===== src/sync_ctrl_pkg.sv =====
// Function
// - manual flash update command stores the user configuration into nonvolatile flash.
// - read-only 16-bit flash update counter increments once per flash update.
// - bias correction and factory restore commands also update flash and count.
// - self check command halts data, checks sensors, then resumes normal sampling.
// - self check result lands in diagnostic flag bit 5, one meaning fail.
// - data-ready pin asserts whenever new data loads into output registers.
// - control bit 0 picks data-ready polarity, one meaning active high.
// - data-ready stays quiet while any global command executes.
// - control bits 3:2 select internal, direct, scaled sync or indicator timing.
// - control bit 1 picks the active timing-pin edge, one meaning rising.
// - bit 7 linear-g, bit 6 percussion alignment; control resets to 0x00C1.
// - indicator mode samples internally and pulses the timing pin per sample.
// - scaled sync mode updates at input frequency times the scale factor.
// - scale register holds 15 bits, range 255 to 32767, reset 0x7FFF.
// - scale times input frequency within 1945..2048 Hz, else flag bit 7.
// - scaled mode time counter ticks at 24576 Hz, clears on each sync edge.
// - time counter is 16 bits, 40.69 microseconds per count.
// - direct mode timing-pin clock sets the output register update rate.
// - reading diagnostic flags clears them; persisting faults return next sample.
`default_nettype none
package sync_ctrl_pkg;
  // register byte addresses on the serial port
  localparam logic [6:0] ADDR_FLASH_UPDATE_COUNT = 7'h00;
  localparam logic [6:0] ADDR_DIAG      = 7'h02;
  localparam logic [6:0] ADDR_STAMP     = 7'h1C;
  localparam logic [6:0] ADDR_CTRL      = 7'h32;
  localparam logic [6:0] ADDR_SCALE     = 7'h34;
  localparam logic [6:0] ADDR_GCMD      = 7'h3E;
  // reset values
  localparam logic [7:0]  CTRL_RST  = 8'hC1;
  localparam logic [14:0] SCALE_RST = 15'h7FFF;
  // field positions
  localparam int CTRL_DR_POL   = 0;
  localparam int CTRL_SYNC_POL = 1;
  localparam int CTRL_MODE_LO  = 2;
  localparam int DIAG_AST      = 5;
  localparam int DIAG_SYNC     = 7;
  localparam int GCMD_BIAS     = 0;
  localparam int GCMD_RESTORE  = 1;
  localparam int GCMD_AST      = 2;
  localparam int GCMD_MFU      = 3;
  // timing
  localparam int unsigned CLK_HZ          = 40_000_000;
  localparam int unsigned SAMPLE_RATE_SPS = 2048;
  localparam int unsigned SAMPLE_DIV      = CLK_HZ / SAMPLE_RATE_SPS;
  localparam int unsigned STAMP_RATE_HZ   = 24576;
  localparam int unsigned STAMP_DIV       = CLK_HZ / STAMP_RATE_HZ;
  localparam int unsigned MFU_TIME_MS     = 70;
  localparam int unsigned AST_TIME_MS     = 7;
  localparam int unsigned RESTORE_TIME_MS = 75;
  localparam int unsigned MFU_CYCLES      = MFU_TIME_MS * (CLK_HZ / 1000);
  localparam int unsigned AST_CYCLES      = AST_TIME_MS * (CLK_HZ / 1000);
  localparam int unsigned RESTORE_CYCLES  = RESTORE_TIME_MS * (CLK_HZ / 1000);
  localparam int unsigned DR_PULSE_NS     = 10000;
  localparam int unsigned DR_PULSE_CYC    = (DR_PULSE_NS * (CLK_HZ / 1_000_000)) / 1000;
  localparam int unsigned IND_PULSE_NS    = 5000;
  localparam int unsigned IND_PULSE_CYC   = (IND_PULSE_NS * (CLK_HZ / 1_000_000)) / 1000;
  localparam int unsigned LOCK_MIN_HZ     = 1945;
  localparam int unsigned LOCK_MAX_HZ     = 2048;
  // timing-pin modes
  typedef enum logic [1:0] {
    MODE_INTERNAL  = 2'b00,
    MODE_DIRECT    = 2'b01,
    MODE_SCALED    = 2'b10,
    MODE_INDICATOR = 2'b11
  } sync_mode_t;
  // global command sequencer
  typedef enum logic [1:0] {
    CMD_IDLE   = 2'b00,
    CMD_RUN    = 2'b01,
    CMD_FINISH = 2'b11
  } cmd_state_t;
endpackage
`default_nettype wire


===== src/sample_sync_control.sv =====
`default_nettype none
module sample_sync_control #(
  parameter int unsigned SAMPLE_DIV     = sync_ctrl_pkg::SAMPLE_DIV,
  parameter int unsigned MFU_CYCLES     = sync_ctrl_pkg::MFU_CYCLES,
  parameter int unsigned AST_CYCLES     = sync_ctrl_pkg::AST_CYCLES,
  parameter int unsigned RESTORE_CYCLES = sync_ctrl_pkg::RESTORE_CYCLES
) (
  input  wire logic clk_in,
  input  wire logic sys_rst_in,
  input  wire logic spi_sclk_in,
  input  wire logic spi_cs_n_in,
  input  wire logic spi_din_in,
  output var  logic spi_dout_out,
  input  wire logic sync_pin_in,
  output var  logic sync_pin_out,
  output var  logic sync_pin_oe_out,
  output var  logic data_ready_pin_out,
  input  wire logic sensor_check_fail_in,
  output var  logic data_load_out,
  output var  logic flash_store_out
);
  // pin synchronisers
  logic       sclk_s1_r, sclk_s2_r, sclk_s3_r;
  logic       cs_s1_r, cs_s2_r, cs_s3_r;
  logic       din_s1_r, din_s2_r;
  logic       sync_s1_r, sync_s2_r, sync_s3_r;
  // serial port
  logic [14:0] rx_r;
  logic [3:0]  bit_cnt_r;
  logic [15:0] tx_r;
  logic [15:0] rd_data_r;
  logic        dout_r;
  // registers
  logic [7:0]  ctrl_r;
  logic [14:0] scale_r;
  logic [15:0] flash_update_count_r;
  logic [7:0]  diag_r;
  logic [15:0] stamp_r;
  logic [15:0] stamp_div_r;
  // sample timing
  logic [31:0] int_div_r;
  logic [31:0] period_cnt_r;
  logic [31:0] period_r;
  logic [32:0] acc_r;
  logic        locked_r;
  logic        seen_edge_r;
  // command sequencer
  sync_ctrl_pkg::cmd_state_t cmd_state_r;
  logic [1:0]  cmd_sel_r;
  logic [31:0] cmd_cnt_r;
  logic        ast_fail_r;
  // pin drivers
  logic [15:0] dr_cnt_r;
  logic [15:0] ind_cnt_r;
  logic        dr_out_r;
  logic        sync_out_r;
  logic        sync_oe_r;
  logic        data_load_r;
  logic        flash_store_r;

  // address match gated by a frame strobe
  function automatic logic hit(input logic [6:0] a, input logic [6:0] b, input logic en);
    return en && (a == b);
  endfunction

  // serial frame decode
  wire        sclk_rise_w  = sclk_s2_r & ~sclk_s3_r;
  wire        sclk_fall_w  = ~sclk_s2_r & sclk_s3_r;
  wire        cs_fall_w    = ~cs_s2_r & cs_s3_r;
  wire        cs_act_w     = ~cs_s2_r;
  wire        frame_done_w = cs_act_w & sclk_rise_w & (bit_cnt_r == 4'hF);
  wire [15:0] frame_w      = {rx_r, din_s2_r};
  wire [6:0]  addr_w       = frame_w[14:8];
  wire [7:0]  wbyte_w      = frame_w[7:0];
  wire [6:0]  rd_addr_w    = {addr_w[6:1], 1'b0};
  wire        busy_w       = cmd_state_r != sync_ctrl_pkg::CMD_IDLE;
  wire        wr_w         = frame_done_w & frame_w[15] & ~busy_w;
  wire        rd_w         = frame_done_w & ~frame_w[15];

  // write strobes per byte
  wire wr_ctrl_w    = hit(addr_w, sync_ctrl_pkg::ADDR_CTRL, wr_w);
  wire wr_scale_lo  = hit(addr_w, sync_ctrl_pkg::ADDR_SCALE, wr_w);
  wire wr_scale_hi  = hit(addr_w, sync_ctrl_pkg::ADDR_SCALE + 7'h01, wr_w);
  wire wr_stamp_lo  = hit(addr_w, sync_ctrl_pkg::ADDR_STAMP, wr_w);
  wire wr_stamp_hi  = hit(addr_w, sync_ctrl_pkg::ADDR_STAMP + 7'h01, wr_w);
  wire wr_gcmd_w    = hit(addr_w, sync_ctrl_pkg::ADDR_GCMD, wr_w);
  wire diag_clr_w   = hit(rd_addr_w, sync_ctrl_pkg::ADDR_DIAG, rd_w);
  wire cmd_req_w    = wr_gcmd_w & (|wbyte_w[3:0]);

  // read data selection; command register and unmapped words read zero
  wire [15:0] rd_mux_w =
    (rd_addr_w == sync_ctrl_pkg::ADDR_FLASH_UPDATE_COUNT) ? flash_update_count_r :
    (rd_addr_w == sync_ctrl_pkg::ADDR_DIAG)      ? {8'h00, diag_r} :
    (rd_addr_w == sync_ctrl_pkg::ADDR_STAMP)     ? stamp_r :
    (rd_addr_w == sync_ctrl_pkg::ADDR_CTRL)      ? {8'h00, ctrl_r} :
    (rd_addr_w == sync_ctrl_pkg::ADDR_SCALE)     ? {1'b0, scale_r} : 16'h0000;

  // timing-pin mode and edges
  wire [1:0] mode_w      = ctrl_r[sync_ctrl_pkg::CTRL_MODE_LO +: 2];
  wire       pol_w       = ctrl_r[sync_ctrl_pkg::CTRL_SYNC_POL];
  wire       is_ind_w    = mode_w == sync_ctrl_pkg::MODE_INDICATOR;
  wire       is_scaled_w = mode_w == sync_ctrl_pkg::MODE_SCALED;
  wire       is_direct_w = mode_w == sync_ctrl_pkg::MODE_DIRECT;
  wire       sync_edge_w = ~is_ind_w & (pol_w ? (sync_s2_r & ~sync_s3_r) : (~sync_s2_r & sync_s3_r));
  wire       int_tick_w  = int_div_r == 32'(SAMPLE_DIV - 1);

  // scaled sync: lock test of scale times input rate against the window
  wire [31:0] meas_w      = period_cnt_r + 32'h0000_0001;
  wire [47:0] rate_num_w  = 48'(scale_r) * 48'(sync_ctrl_pkg::CLK_HZ);
  wire        in_range_w  = (rate_num_w >= 48'(meas_w) * 48'(sync_ctrl_pkg::LOCK_MIN_HZ)) &&
                            (rate_num_w <= 48'(meas_w) * 48'(sync_ctrl_pkg::LOCK_MAX_HZ));
  wire        stalled_w   = period_cnt_r > {period_r[30:0], 1'b0};
  wire [32:0] acc_sum_w   = acc_r + 33'(scale_r);
  wire        acc_tick_w  = acc_sum_w >= {1'b0, period_r};

  // sample instant per mode, and output register update
  wire sample_tick_w = is_direct_w ? sync_edge_w :
                       (is_scaled_w && locked_r) ? acc_tick_w : int_tick_w;
  wire update_w      = sample_tick_w & ~busy_w;
  wire stamp_tick_w  = stamp_div_r == 16'(sync_ctrl_pkg::STAMP_DIV - 1);

  // command selection and durations
  wire [1:0] cmd_pick_w =
    wbyte_w[sync_ctrl_pkg::GCMD_MFU]     ? 2'(sync_ctrl_pkg::GCMD_MFU) :
    wbyte_w[sync_ctrl_pkg::GCMD_RESTORE] ? 2'(sync_ctrl_pkg::GCMD_RESTORE) :
    wbyte_w[sync_ctrl_pkg::GCMD_BIAS]    ? 2'(sync_ctrl_pkg::GCMD_BIAS) : 2'(sync_ctrl_pkg::GCMD_AST);
  wire [31:0] cmd_len_w =
    (cmd_pick_w == 2'(sync_ctrl_pkg::GCMD_MFU))     ? 32'(MFU_CYCLES) :
    (cmd_pick_w == 2'(sync_ctrl_pkg::GCMD_RESTORE)) ? 32'(RESTORE_CYCLES) :
    (cmd_pick_w == 2'(sync_ctrl_pkg::GCMD_AST))     ? 32'(AST_CYCLES) : 32'h0000_0000;
  wire is_bias_w    = cmd_sel_r == 2'(sync_ctrl_pkg::GCMD_BIAS);
  wire cmd_done_w   = is_bias_w ? sample_tick_w : (cmd_cnt_r == 32'h0000_0000);
  wire finish_w     = cmd_state_r == sync_ctrl_pkg::CMD_FINISH;
  wire fin_flash_w  = finish_w & (cmd_sel_r != 2'(sync_ctrl_pkg::GCMD_AST));
  wire fin_ast_w    = finish_w & (cmd_sel_r == 2'(sync_ctrl_pkg::GCMD_AST));
  wire fin_rest_w   = finish_w & (cmd_sel_r == 2'(sync_ctrl_pkg::GCMD_RESTORE));

  // diagnostic flags: sets win over the clear-on-read; a finished self check replaces bit 5
  wire       ast_bit_w   = (fin_ast_w & sensor_check_fail_in) | (sample_tick_w & ast_fail_r & ~fin_ast_w);
  wire [7:0] diag_set_w  = {sample_tick_w & is_scaled_w & ~locked_r, 1'b0, ast_bit_w, 5'b00000};
  wire [7:0] diag_keep_w = (diag_clr_w ? 8'h00 : diag_r) & ~{2'b00, fin_ast_w, 5'b00000};
  wire [7:0] diag_nxt    = diag_keep_w | diag_set_w;

  // synchronisers: first stage read only by the second
  always_ff @(posedge clk_in or posedge sys_rst_in) begin
    if (sys_rst_in) begin
      {sclk_s1_r, sclk_s2_r, sclk_s3_r} <= 3'b111;
      {cs_s1_r, cs_s2_r, cs_s3_r}       <= 3'b111;
      {din_s1_r, din_s2_r}              <= 2'b00;
      {sync_s1_r, sync_s2_r, sync_s3_r} <= 3'b000;
    end else begin
      {sclk_s1_r, sclk_s2_r, sclk_s3_r} <= {spi_sclk_in, sclk_s1_r, sclk_s2_r};
      {cs_s1_r, cs_s2_r, cs_s3_r}       <= {spi_cs_n_in, cs_s1_r, cs_s2_r};
      {din_s1_r, din_s2_r}              <= {spi_din_in, din_s1_r};
      {sync_s1_r, sync_s2_r, sync_s3_r} <= {sync_pin_in, sync_s1_r, sync_s2_r};
    end
  end

  // serial shifter: in on sclk rise, out on sclk fall, reply loaded at select
  always_ff @(posedge clk_in or posedge sys_rst_in) begin
    if (sys_rst_in) begin
      rx_r      <= 15'h0000;
      bit_cnt_r <= 4'h0;
      tx_r      <= 16'h0000;
      dout_r    <= 1'b0;
    end else begin
      dout_r <= tx_r[15];
      if (!cs_act_w) begin
        bit_cnt_r <= 4'h0;
      end else if (sclk_rise_w) begin
        rx_r      <= frame_w[14:0];
        bit_cnt_r <= bit_cnt_r + 4'h1;
      end
      if (cs_fall_w) begin
        tx_r <= rd_data_r;
      end else if (cs_act_w && sclk_fall_w && bit_cnt_r != 4'h0) begin
        tx_r <= {tx_r[14:0], 1'b0};
      end
    end
  end

  // read reply for the next frame, clear-on-read flags
  always_ff @(posedge clk_in or posedge sys_rst_in) begin
    if (sys_rst_in) begin
      rd_data_r <= 16'h0000;
      diag_r    <= 8'h00;
    end else begin
      if (rd_w) begin
        rd_data_r <= rd_mux_w;
      end
      diag_r <= diag_nxt;
    end
  end

  // user configuration registers
  always_ff @(posedge clk_in or posedge sys_rst_in) begin
    if (sys_rst_in) begin
      ctrl_r  <= sync_ctrl_pkg::CTRL_RST;
      scale_r <= sync_ctrl_pkg::SCALE_RST;
    end else if (fin_rest_w) begin
      ctrl_r  <= sync_ctrl_pkg::CTRL_RST;
      scale_r <= sync_ctrl_pkg::SCALE_RST;
    end else begin
      if (wr_ctrl_w) ctrl_r <= wbyte_w;
      if (wr_scale_lo) scale_r[7:0] <= wbyte_w;
      if (wr_scale_hi) scale_r[14:8] <= wbyte_w[6:0];
    end
  end

  // internal 2048 SPS divider and 24576 Hz time counter
  always_ff @(posedge clk_in or posedge sys_rst_in) begin
    if (sys_rst_in) begin
      int_div_r   <= 32'h0000_0000;
      stamp_div_r <= 16'h0000;
      stamp_r     <= 16'h0000;
    end else begin
      int_div_r <= int_tick_w ? 32'h0000_0000 : int_div_r + 32'h0000_0001;
      if (is_scaled_w && sync_edge_w) begin
        stamp_div_r <= 16'h0000;
        stamp_r     <= 16'h0000;
      end else begin
        stamp_div_r <= stamp_tick_w ? 16'h0000 : stamp_div_r + 16'h0001;
        if (wr_stamp_lo) stamp_r[7:0] <= wbyte_w;
        else if (wr_stamp_hi) stamp_r[15:8] <= wbyte_w;
        else if (is_scaled_w && stamp_tick_w) stamp_r <= stamp_r + 16'h0001;
      end
    end
  end

  // scaled sync tracking: period measure, lock, rate accumulator
  always_ff @(posedge clk_in or posedge sys_rst_in) begin
    if (sys_rst_in) begin
      period_cnt_r <= 32'h0000_0000;
      period_r     <= 32'h0000_0000;
      acc_r        <= 33'h0_0000_0000;
      locked_r     <= 1'b0;
      seen_edge_r  <= 1'b0;
    end else if (!is_scaled_w) begin
      locked_r    <= 1'b0;
      seen_edge_r <= 1'b0;
    end else if (sync_edge_w) begin
      period_cnt_r <= 32'h0000_0000;
      period_r     <= meas_w;
      acc_r        <= 33'h0_0000_0000;
      seen_edge_r  <= 1'b1;
      locked_r     <= seen_edge_r & in_range_w;
    end else begin
      period_cnt_r <= meas_w;
      acc_r        <= acc_tick_w ? acc_sum_w - {1'b0, period_r} : acc_sum_w;
      if (stalled_w) locked_r <= 1'b0;
    end
  end

  // global command sequencer, one-shot triggers
  always_ff @(posedge clk_in or posedge sys_rst_in) begin
    if (sys_rst_in) begin
      cmd_state_r <= sync_ctrl_pkg::CMD_IDLE;
      cmd_sel_r   <= 2'b00;
      cmd_cnt_r   <= 32'h0000_0000;
    end else begin
      case (cmd_state_r)
        sync_ctrl_pkg::CMD_IDLE: begin
          if (cmd_req_w) begin
            cmd_state_r <= sync_ctrl_pkg::CMD_RUN;
            cmd_sel_r   <= cmd_pick_w;
            cmd_cnt_r   <= cmd_len_w;
          end
        end
        sync_ctrl_pkg::CMD_RUN: begin
          if (cmd_done_w) cmd_state_r <= sync_ctrl_pkg::CMD_FINISH;
          else cmd_cnt_r <= cmd_cnt_r - 32'h0000_0001;
        end
        default: cmd_state_r <= sync_ctrl_pkg::CMD_IDLE;
      endcase
    end
  end

  // command results: flash count, flash store strobe, self check verdict
  always_ff @(posedge clk_in or posedge sys_rst_in) begin
    if (sys_rst_in) begin
      flash_update_count_r   <= 16'h0000;
      flash_store_r <= 1'b0;
      ast_fail_r    <= 1'b0;
    end else begin
      flash_store_r <= fin_flash_w;
      if (fin_flash_w) flash_update_count_r <= flash_update_count_r + 16'h0001;
      if (fin_ast_w) ast_fail_r <= sensor_check_fail_in;
    end
  end

  // data-ready pulse and indicator pulse
  always_ff @(posedge clk_in or posedge sys_rst_in) begin
    if (sys_rst_in) begin
      dr_cnt_r    <= 16'h0000;
      ind_cnt_r   <= 16'h0000;
      data_load_r <= 1'b0;
    end else begin
      data_load_r <= update_w;
      if (busy_w) dr_cnt_r <= 16'h0000;
      else if (update_w) dr_cnt_r <= 16'(sync_ctrl_pkg::DR_PULSE_CYC);
      else if (dr_cnt_r != 16'h0000) dr_cnt_r <= dr_cnt_r - 16'h0001;
      if (is_ind_w && int_tick_w) ind_cnt_r <= 16'(sync_ctrl_pkg::IND_PULSE_CYC);
      else if (ind_cnt_r != 16'h0000) ind_cnt_r <= ind_cnt_r - 16'h0001;
    end
  end

  // pin levels with polarity applied
  always_ff @(posedge clk_in or posedge sys_rst_in) begin
    if (sys_rst_in) begin
      dr_out_r   <= 1'b0;
      sync_out_r <= 1'b0;
      sync_oe_r  <= 1'b0;
    end else begin
      dr_out_r   <= ctrl_r[sync_ctrl_pkg::CTRL_DR_POL] ~^ (dr_cnt_r != 16'h0000);
      sync_out_r <= pol_w ~^ (ind_cnt_r != 16'h0000);
      sync_oe_r  <= is_ind_w;
    end
  end

  assign spi_dout_out       = dout_r;
  assign data_ready_pin_out = dr_out_r;
  assign sync_pin_out       = sync_out_r;
  assign sync_pin_oe_out    = sync_oe_r;
  assign data_load_out      = data_load_r;
  assign flash_store_out    = flash_store_r;

  // checks
  a_flash_count_step: assert property (@(posedge clk_in) disable iff (sys_rst_in)
    flash_store_out |-> flash_update_count_r == $past(flash_update_count_r) + 16'h0001) else $error("flash count did not step");
  a_flash_on_restore: assert property (@(posedge clk_in) disable iff (sys_rst_in)
    fin_rest_w |=> flash_store_out && ctrl_r == sync_ctrl_pkg::CTRL_RST) else $error("restore missed");
  a_dr_quiet_busy: assert property (@(posedge clk_in) disable iff (sys_rst_in)
    (cmd_state_r == sync_ctrl_pkg::CMD_RUN)[*4] |-> $stable(data_ready_pin_out)) else $error("dr moved");
  a_dr_polarity: assert property (@(posedge clk_in) disable iff (sys_rst_in)
    data_load_out |=> data_ready_pin_out == ctrl_r[sync_ctrl_pkg::CTRL_DR_POL]) else $error("dr level wrong");
  a_no_load_busy: assert property (@(posedge clk_in) disable iff (sys_rst_in)
    busy_w |=> !data_load_out) else $error("data loaded while busy");
  a_ast_result_flag: assert property (@(posedge clk_in) disable iff (sys_rst_in)
    fin_ast_w && sensor_check_fail_in |=> diag_r[sync_ctrl_pkg::DIAG_AST] && ast_fail_r) else $error("ast flag");
  a_stamp_clear_edge: assert property (@(posedge clk_in) disable iff (sys_rst_in)
    is_scaled_w && sync_edge_w |=> stamp_r == 16'h0000) else $error("stamp not cleared");
  a_indicator_drive: assert property (@(posedge clk_in) disable iff (sys_rst_in)
    is_ind_w && int_tick_w |=> ##1 sync_pin_oe_out && sync_pin_out == pol_w) else $error("indicator pulse");
  a_direct_update: assert property (@(posedge clk_in) disable iff (sys_rst_in)
    is_direct_w && sync_edge_w && !busy_w |=> data_load_out) else $error("direct edge lost");
  a_sync_fail_flag: assert property (@(posedge clk_in) disable iff (sys_rst_in)
    is_scaled_w && !locked_r && sample_tick_w |=> diag_r[sync_ctrl_pkg::DIAG_SYNC]) else $error("sync flag");
endmodule
`default_nettype wire


===== config.mk =====
export PLATFORM = sky130hd
export DESIGN_NAME = sample_sync_control
export DESIGN_NICKNAME = d
export VERILOG_FILES = /design/src/sync_ctrl_pkg.sv /design/src/sample_sync_control.sv
export SDC_FILE = /design/constraint.sdc
export NUM_CORES = 2
export LEC_CHECK = 0
export BUFFER_PORTS_ARGS = -buffer_cell sky130_fd_sc_hd__buf_2
export CORE_MARGIN = 2
export CORE_UTILIZATION = 55
export CTS_BUF_LIST = sky130_fd_sc_hd__clkbuf_8
export DETAILED_ROUTE_END_ITERATION = 7
export MAX_ROUTING_LAYER = met4
export PLACE_DENSITY = 0.73
export SKIP_LAST_GASP = 1
export SYNTH_ARGS = -nofsm -noshare
export SYNTH_HDL_FRONTEND = slang
export SYNTH_SLANG_ARGS = --single-unit

===== constraint.sdc =====
create_clock -name clk_in -period 11.3 [get_ports clk_in]
set_input_delay 2.26 -clock clk_in [delete_from_list [all_inputs] [get_ports clk_in]]
set_output_delay 2.26 -clock clk_in [all_outputs]
set_load 0.05 [all_outputs]

* Word level (Yosys, flattened, before mapping) *
Index checks and enable logic that the tools add are counted.

operators by class
  reduce and logical (&&, ||, !) cells = 40
  eq/ne operators = 31
  multipliers = 2
  add/subtract/negate cells = 11
  muxes and demuxes = 53
  bitwise operators = 38
  $lt $le $gt $ge = 4

operators by type and width
  kind                                                    number
  2-to-1 mux 16 bit                                       14
  2-to-1 mux 32 bit                                       4
  2-to-1 mux 33 bit                                       2
  adder 32 x 1 -> 32 bit (second input constant)          2
  2-to-1 mux 8 bit                                        8
  one-hot mux 32 bit (2 select lines)                     1
  adder 16 x 1 -> 16 bit (second input constant)          3
  2-to-1 mux 15 bit                                       3
  2-to-1 mux 22 bit                                       2
  >= comparator 41 x 43 -> 1 bit                          1
  less-or-equal comparator 41 x 43 -> 1 bit               1
  multiplier 32 x 11 -> 43 bit (second input constant)    1
  adder 33 x 15 -> 33 bit                                 1
  >= comparator 33 x 32 -> 1 bit                          1
  subtractor 33 x 32 -> 33 bit                            1
  equality test 32 x 15 -> 1 bit (second input constant)  1
  greater-than comparator 32 bit                          1
  zero test 32 bit                                        1
  multiplier 15 x 17 -> 32 bit (second input constant)    1
  nonzero test 16 bit                                     2
  subtractor 16 x 1 -> 16 bit (second input constant)     2
  subtractor 32 x 1 -> 32 bit (second input constant)     1
  equality test 7 x 6 -> 1 bit (second input constant)    4
  bitwise AND 1 bit                                       22
  other kinds (34)                                        99

storage, ports and cells
  output and inout port bits = 6
  word-level logic and storage cells = 220
  input port bits = 7
  flip-flop bits (word level) = 347

* Longest topological paths before layout *
  word-level depth = 10
  mapped depth = 39

* Worst setup path before layout *
Ideal clock, no wire load.

  path kind = reg-to-reg
  start = register period_cnt_r[1]
  end = register locked_r
  stages on the path, launching flop included = 36
  path slack = 3.125 ns
  library setup time = 0.101 ns
  arrival = 8.074 ns
  clock period less this slack = 8.175 ns
  buffers on the path = 1
  path through = dfrtp_1 ha_1 and3_1 buf_2 nand2_1 xor2_1 clkinv_1 xnor2_1 ha_1 or2_2 ha_1 a21oi_1 fa_1 fa_1 inv_1 fa_1 ha_1 and4_1 and4_1 nand2_1 o21ai_0 nor4_1 o21bai_1 a21o_1 a21oi_1 xor2_1 ha_1 nand3_1 nor4_1 nand2_1 nor4_1 nand4_1 nand3_1 nand2_1 a211o_1 o32ai_1

on the way
  word-level cells in the longest chain between the ends = 7
  elaborated cells on any way between the ends = 10
  classes of those cells = add/sub: 1; mul: 1; order compare: 3; eq/ne: 1; mux: 2; bitwise: 1; reduce/logical: 1

RTL lines
  item                            line                        text
  from (decl)                     sample_sync_control.sv:42   logic [31:0] period_cnt_r;
  from (signal assigned)          sample_sync_control.sv:248  period_cnt_r <= meas_w;
  adder 32 x 1 -> 32 bit          sample_sync_control.sv:108  wire [31:0] meas_w = period_cnt_r + 32'h0000_0001;
  multiplier 32 x 11 -> 43 bit    sample_sync_control.sv:110  wire in_range_w = (rate_num_w >= 48'(meas_w) * 48'(sync_ctrl_pkg::LOCK_MIN_HZ)) &&
  >= comparator 41 x 43 -> 1 bit  sample_sync_control.sv:110
  logical AND 1 bit               sample_sync_control.sv:110
  bitwise AND 1 bit               sample_sync_control.sv:246  locked_r <= seen_edge_r & in_range_w;
  2-to-1 mux 1 bit                sample_sync_control.sv:241  end else if (sync_edge_w) begin
  2-to-1 mux 1 bit                sample_sync_control.sv:238  end else if (!is_scaled_w) begin
  to (signal assigned)            sample_sync_control.sv:246
  to (decl)                       sample_sync_control.sv:45   logic locked_r;

Parallel ways exist; a longest one is shown, timed or not.
A chain may end at the register's enable or synchronous reset.

* Final worst setup path *
  start = register period_cnt_r[0]
  end = register locked_r

The elaborated chain is that of the path after synthesis.

==> impl_metrics.json <==
{
  "min_to": "din_s2_r",
  "postSynth.asyncResetShare_pct": 100,
  "via_count_of_the_first_global_routing_pass": 25200,
  "layout.nets": 4186,
  "timing_worst_setup_path_type": "reg -> reg",
  "rows": 88,
  "floorplan.die_area_sq_um": 60800,
  "post_cts_buffers": 0,
  "ys.flop_type": "dfrtp_1",
  "share_comb_of_total_power_pct": 3.9,
  "leakage_nw": 18.0,
  "syn-instance-count": 3544,
  "cts.path.max_buffers": 3,
  "most-common-layout-cells": "451 x ha_1, 415 x inv_1, 317 x dfrtp_1, 270 x nor2_1, 262 x nand2_1",
  "instances_no_fill": 4354,
  "worstReg2RegEnd": "locked_r",
  "drv_cap": 0,
  "p_per_area_nw_per_um2": 72.0,
  "final_core_utilization_pct": 59.3,
  "clock-root-buffer": "clkbuf_8",
  "grt_first_pass_wirelength_microns": 130000,
  "detail_route.wl_per_cell_microns": 17.9,
  "synthesis.area_per_instance_sq_um": 9.13,
  "grt_setup_unrepaired": "false",
  "internal-power_mw": 1.85,
  "worstMarginPinSlew_ns": 1.23,
  "crit_path_end_kind": "register",
  "final_max_slew_viol_count": 0,
  "period_share_pct": 87.1,
  "worst_clock_skew_ns": 0.0150,
  "yosys_warn_count": 0,
  "design.core.area_sq_um": 57900,
  "violations": "design-rule violations",
  "headroom_to_the_max_slew_limit_pct": 18.3,
  "numClockSinks": 341,
  "critical_path.reg2reg.startpoint": "period_cnt_r[0]",
  "vdd.ir_drop.worst_v": 0.0000807,
  "tns_ns": 0,
  "finalSetupViolations": 0,
  "cell_occurring_most_often_along_the_worst_timing_path": "ha_1",
  "power.switching_mw": 0.618,
  "timing.hold.worst.start": "din_s1_r",
  "synth_edf_count": 0,
  "crit_path_max_delay_family": "adder cells",
  "drtPass1Iterations": 8,
  "initial_core_utilization_pct": 55.9,
  "cts_tree": "built",
  "critPathBufInv": 4,
  "drcViolationCount": 13,
  "clock_tree.htree_level_count": 2,
  "critical_path.max_fanout": 12,
  "worst_path_largest_cell_delay_ns": 0.64,
  "num_antenna_cells": 0,
  "seqPwrFrac_pct": 51.6,
  "cts_resized": 0,
  "finalWorstPathRequiredPeriod_ns": 9.84,
  "cp_data_arrival_time_ns": 10.35,
  "areaGrowthSynthToFinish_pct": 6.18,
  "numCtsBuffers": 54,
  "dieHeight_microns": 247,
  "dp.final_hpwl_microns": 60000,
  "hold_fix_buffers_at_cts": 0,
  "run_status": "finished with violations",
  "ys_ff_latch": 341,
  "seq_area_frac_synth_pct": 26.5,
  "layout-drive-gt1-share_pct": 6.30,
  "postSynthNetCount": 4181,
  "routed_wl_microns": 77800,
  "antenna_found_initial": 0,
  "setup.worst_path.start_class": "register",
  "starting_drc_count_in_detailed_routing": 1751,
  "track_usage_pct": 27.2,
  "inst_count_dp": 4258,
  "grt_max_degree": 150,
  "rr_worst_depth": 34,
  "crit_path_top_delay_cell": "xor2_1",
  "grt_remaining_overflow": 0,
  "top_ports": 13,
  "mappedNetlistArea_sq_um": 32300,
  "pwr-share-clk_pct": 44.5,
  "worstHoldPathType": "reg -> reg",
  "post_drt_via_cell_ratio": 5.84,
  "worst_setup_hold_path_clk_slew_ns": 0.07,
  "chipWidth_microns": 247,
  "report.final.hold_viol_count": 0,
  "worst-endpoint-required_ns": 11.81,
  "r2r_setup_slack_ns": 1.46,
  "hold_slack_ns": 0.351,
  "worstHoldPathCells": 0,
  "place_congestion": 0.962,
  "switching_share_pct": 25.0,
  "layout.cells.most_common": "ha_1",
  "final_antenna_net_count": 0,
  "insertion_delay_ns": 0.62,
  "ys_types": 102,
  "detailroute.via_count": 25400,
  "io_buffer_count": 12,
  "clock.fmax_mhz": 102
}
## worst reg2reg max path, delay by kind of cell (launching register included)
family / cells / cell delay, ns
adder cells (fa/ha/maj): 7 / 2.83
buffers and inverters: 4 / 0.46
AO/OA/AOI/OAI: 8 / 2.21
XOR/XNOR: 3 / 1.16
flip-flops: 1 / 0.56
AND/OR/NAND/NOR: 12 / 2.50
## worst max-delay path by stage
stage	cells past startpoint	slack (ns)	endpoint	from
floorplan	35	3.13	locked_r	period_cnt_r[1]
CTS	35	1.66	locked_r	period_cnt_r[0]
global route	35	0.79	locked_r	period_cnt_r[0]
detailed placement	34	1.72	locked_r	period_cnt_r[0]
global placement	35	1.92	locked_r	period_cnt_r[0]
finish	34	1.46	locked_r	period_cnt_r[0]
## registers in the layout (all words and copies together), names as in the netlist, 2 cells and up
name and cells:
cmd_sel_r 2, rd_data_r 16, cmd_cnt_r 32, acc_r 33
rx_r 15, tx_r 16, stamp_r 16, stamp_div_r 16
cmd_state_r 2, period_cnt_r 32, bit_cnt_r 4, dr_cnt_r 16
period_r 32, int_div_r 32, flash_update_count_r 16, diag_r 2
scale_r 15, ind_cnt_r 16, ctrl_r 8
## cell usage after synthesis (57+ instances only)
cell,number,area (sq um)
nand3_1,96,480
and3_1,57,357
clkbuf_1,85,319
xnor2_1,173,1520
a21oi_1,224,1120
inv_1,396,1490
nor3_1,64,320
dfrtp_1,317,7930
xor2_1,99,867
ha_1,451,5640
nor2_1,273,1020
fa_1,179,3580
o21ai_0,194,971
a21o_1,75,563
nand2_1,262,983
## logic make-up (layout without fill, tap and decap cells)
logic type / after synthesis / in the layout / synth area share [%]
buf+inv: 502 / 547 / 6.06
flops: 341 / 341 / 26.5
simple gates: 996 / 996 / 15.0
mux: 47 / 47 / 1.52
fa+ha+maj: 632 / 632 / 28.6
compound gates: 752 / 752 / 14.8
xor+xnor: 274 / 274 / 7.48
## power groups by stage
stage	clock network, mW	logic (mW)	registers [mW]
after floorplan	0	0.0812	1.27
after global placement	0	0.0963	1.29
after detailed placement	0	0.0984	1.30
after CTS	1.12	0.0986	1.27
after global routing	1.17	0.112	1.28
final	1.10	0.0976	1.27
## per-layer routing
metal  global-route usage, %  wire [microns]
met2                    42.9           36000
met4                    6.31            1800
met3                    3.95            4460
met5                       -               0
met1                    37.2           35500
## area by class of cell
class | instances | area [sq um]
fill | 5134 | 23600
multi-input combinational | 2701 | 21900
sequential | 341 | 8560
inverter | 403 | 1520
tap | 765 | 957
clock buffer | 68 | 936
timing repair buffer | 48 | 343
clock inverter | 28 | 175
## stage by stage
stage               setup WS, ns  power, mW  area [sq um]
floorplan                   3.13       1.35         32400
global placement            1.92       1.39         33200
global route               0.787       2.56         34300
CTS                         1.66       2.49         34300
finish                      1.46       2.47         34300
detailed placement          1.72       1.39         33200
(Power assumes the default switching activity.)
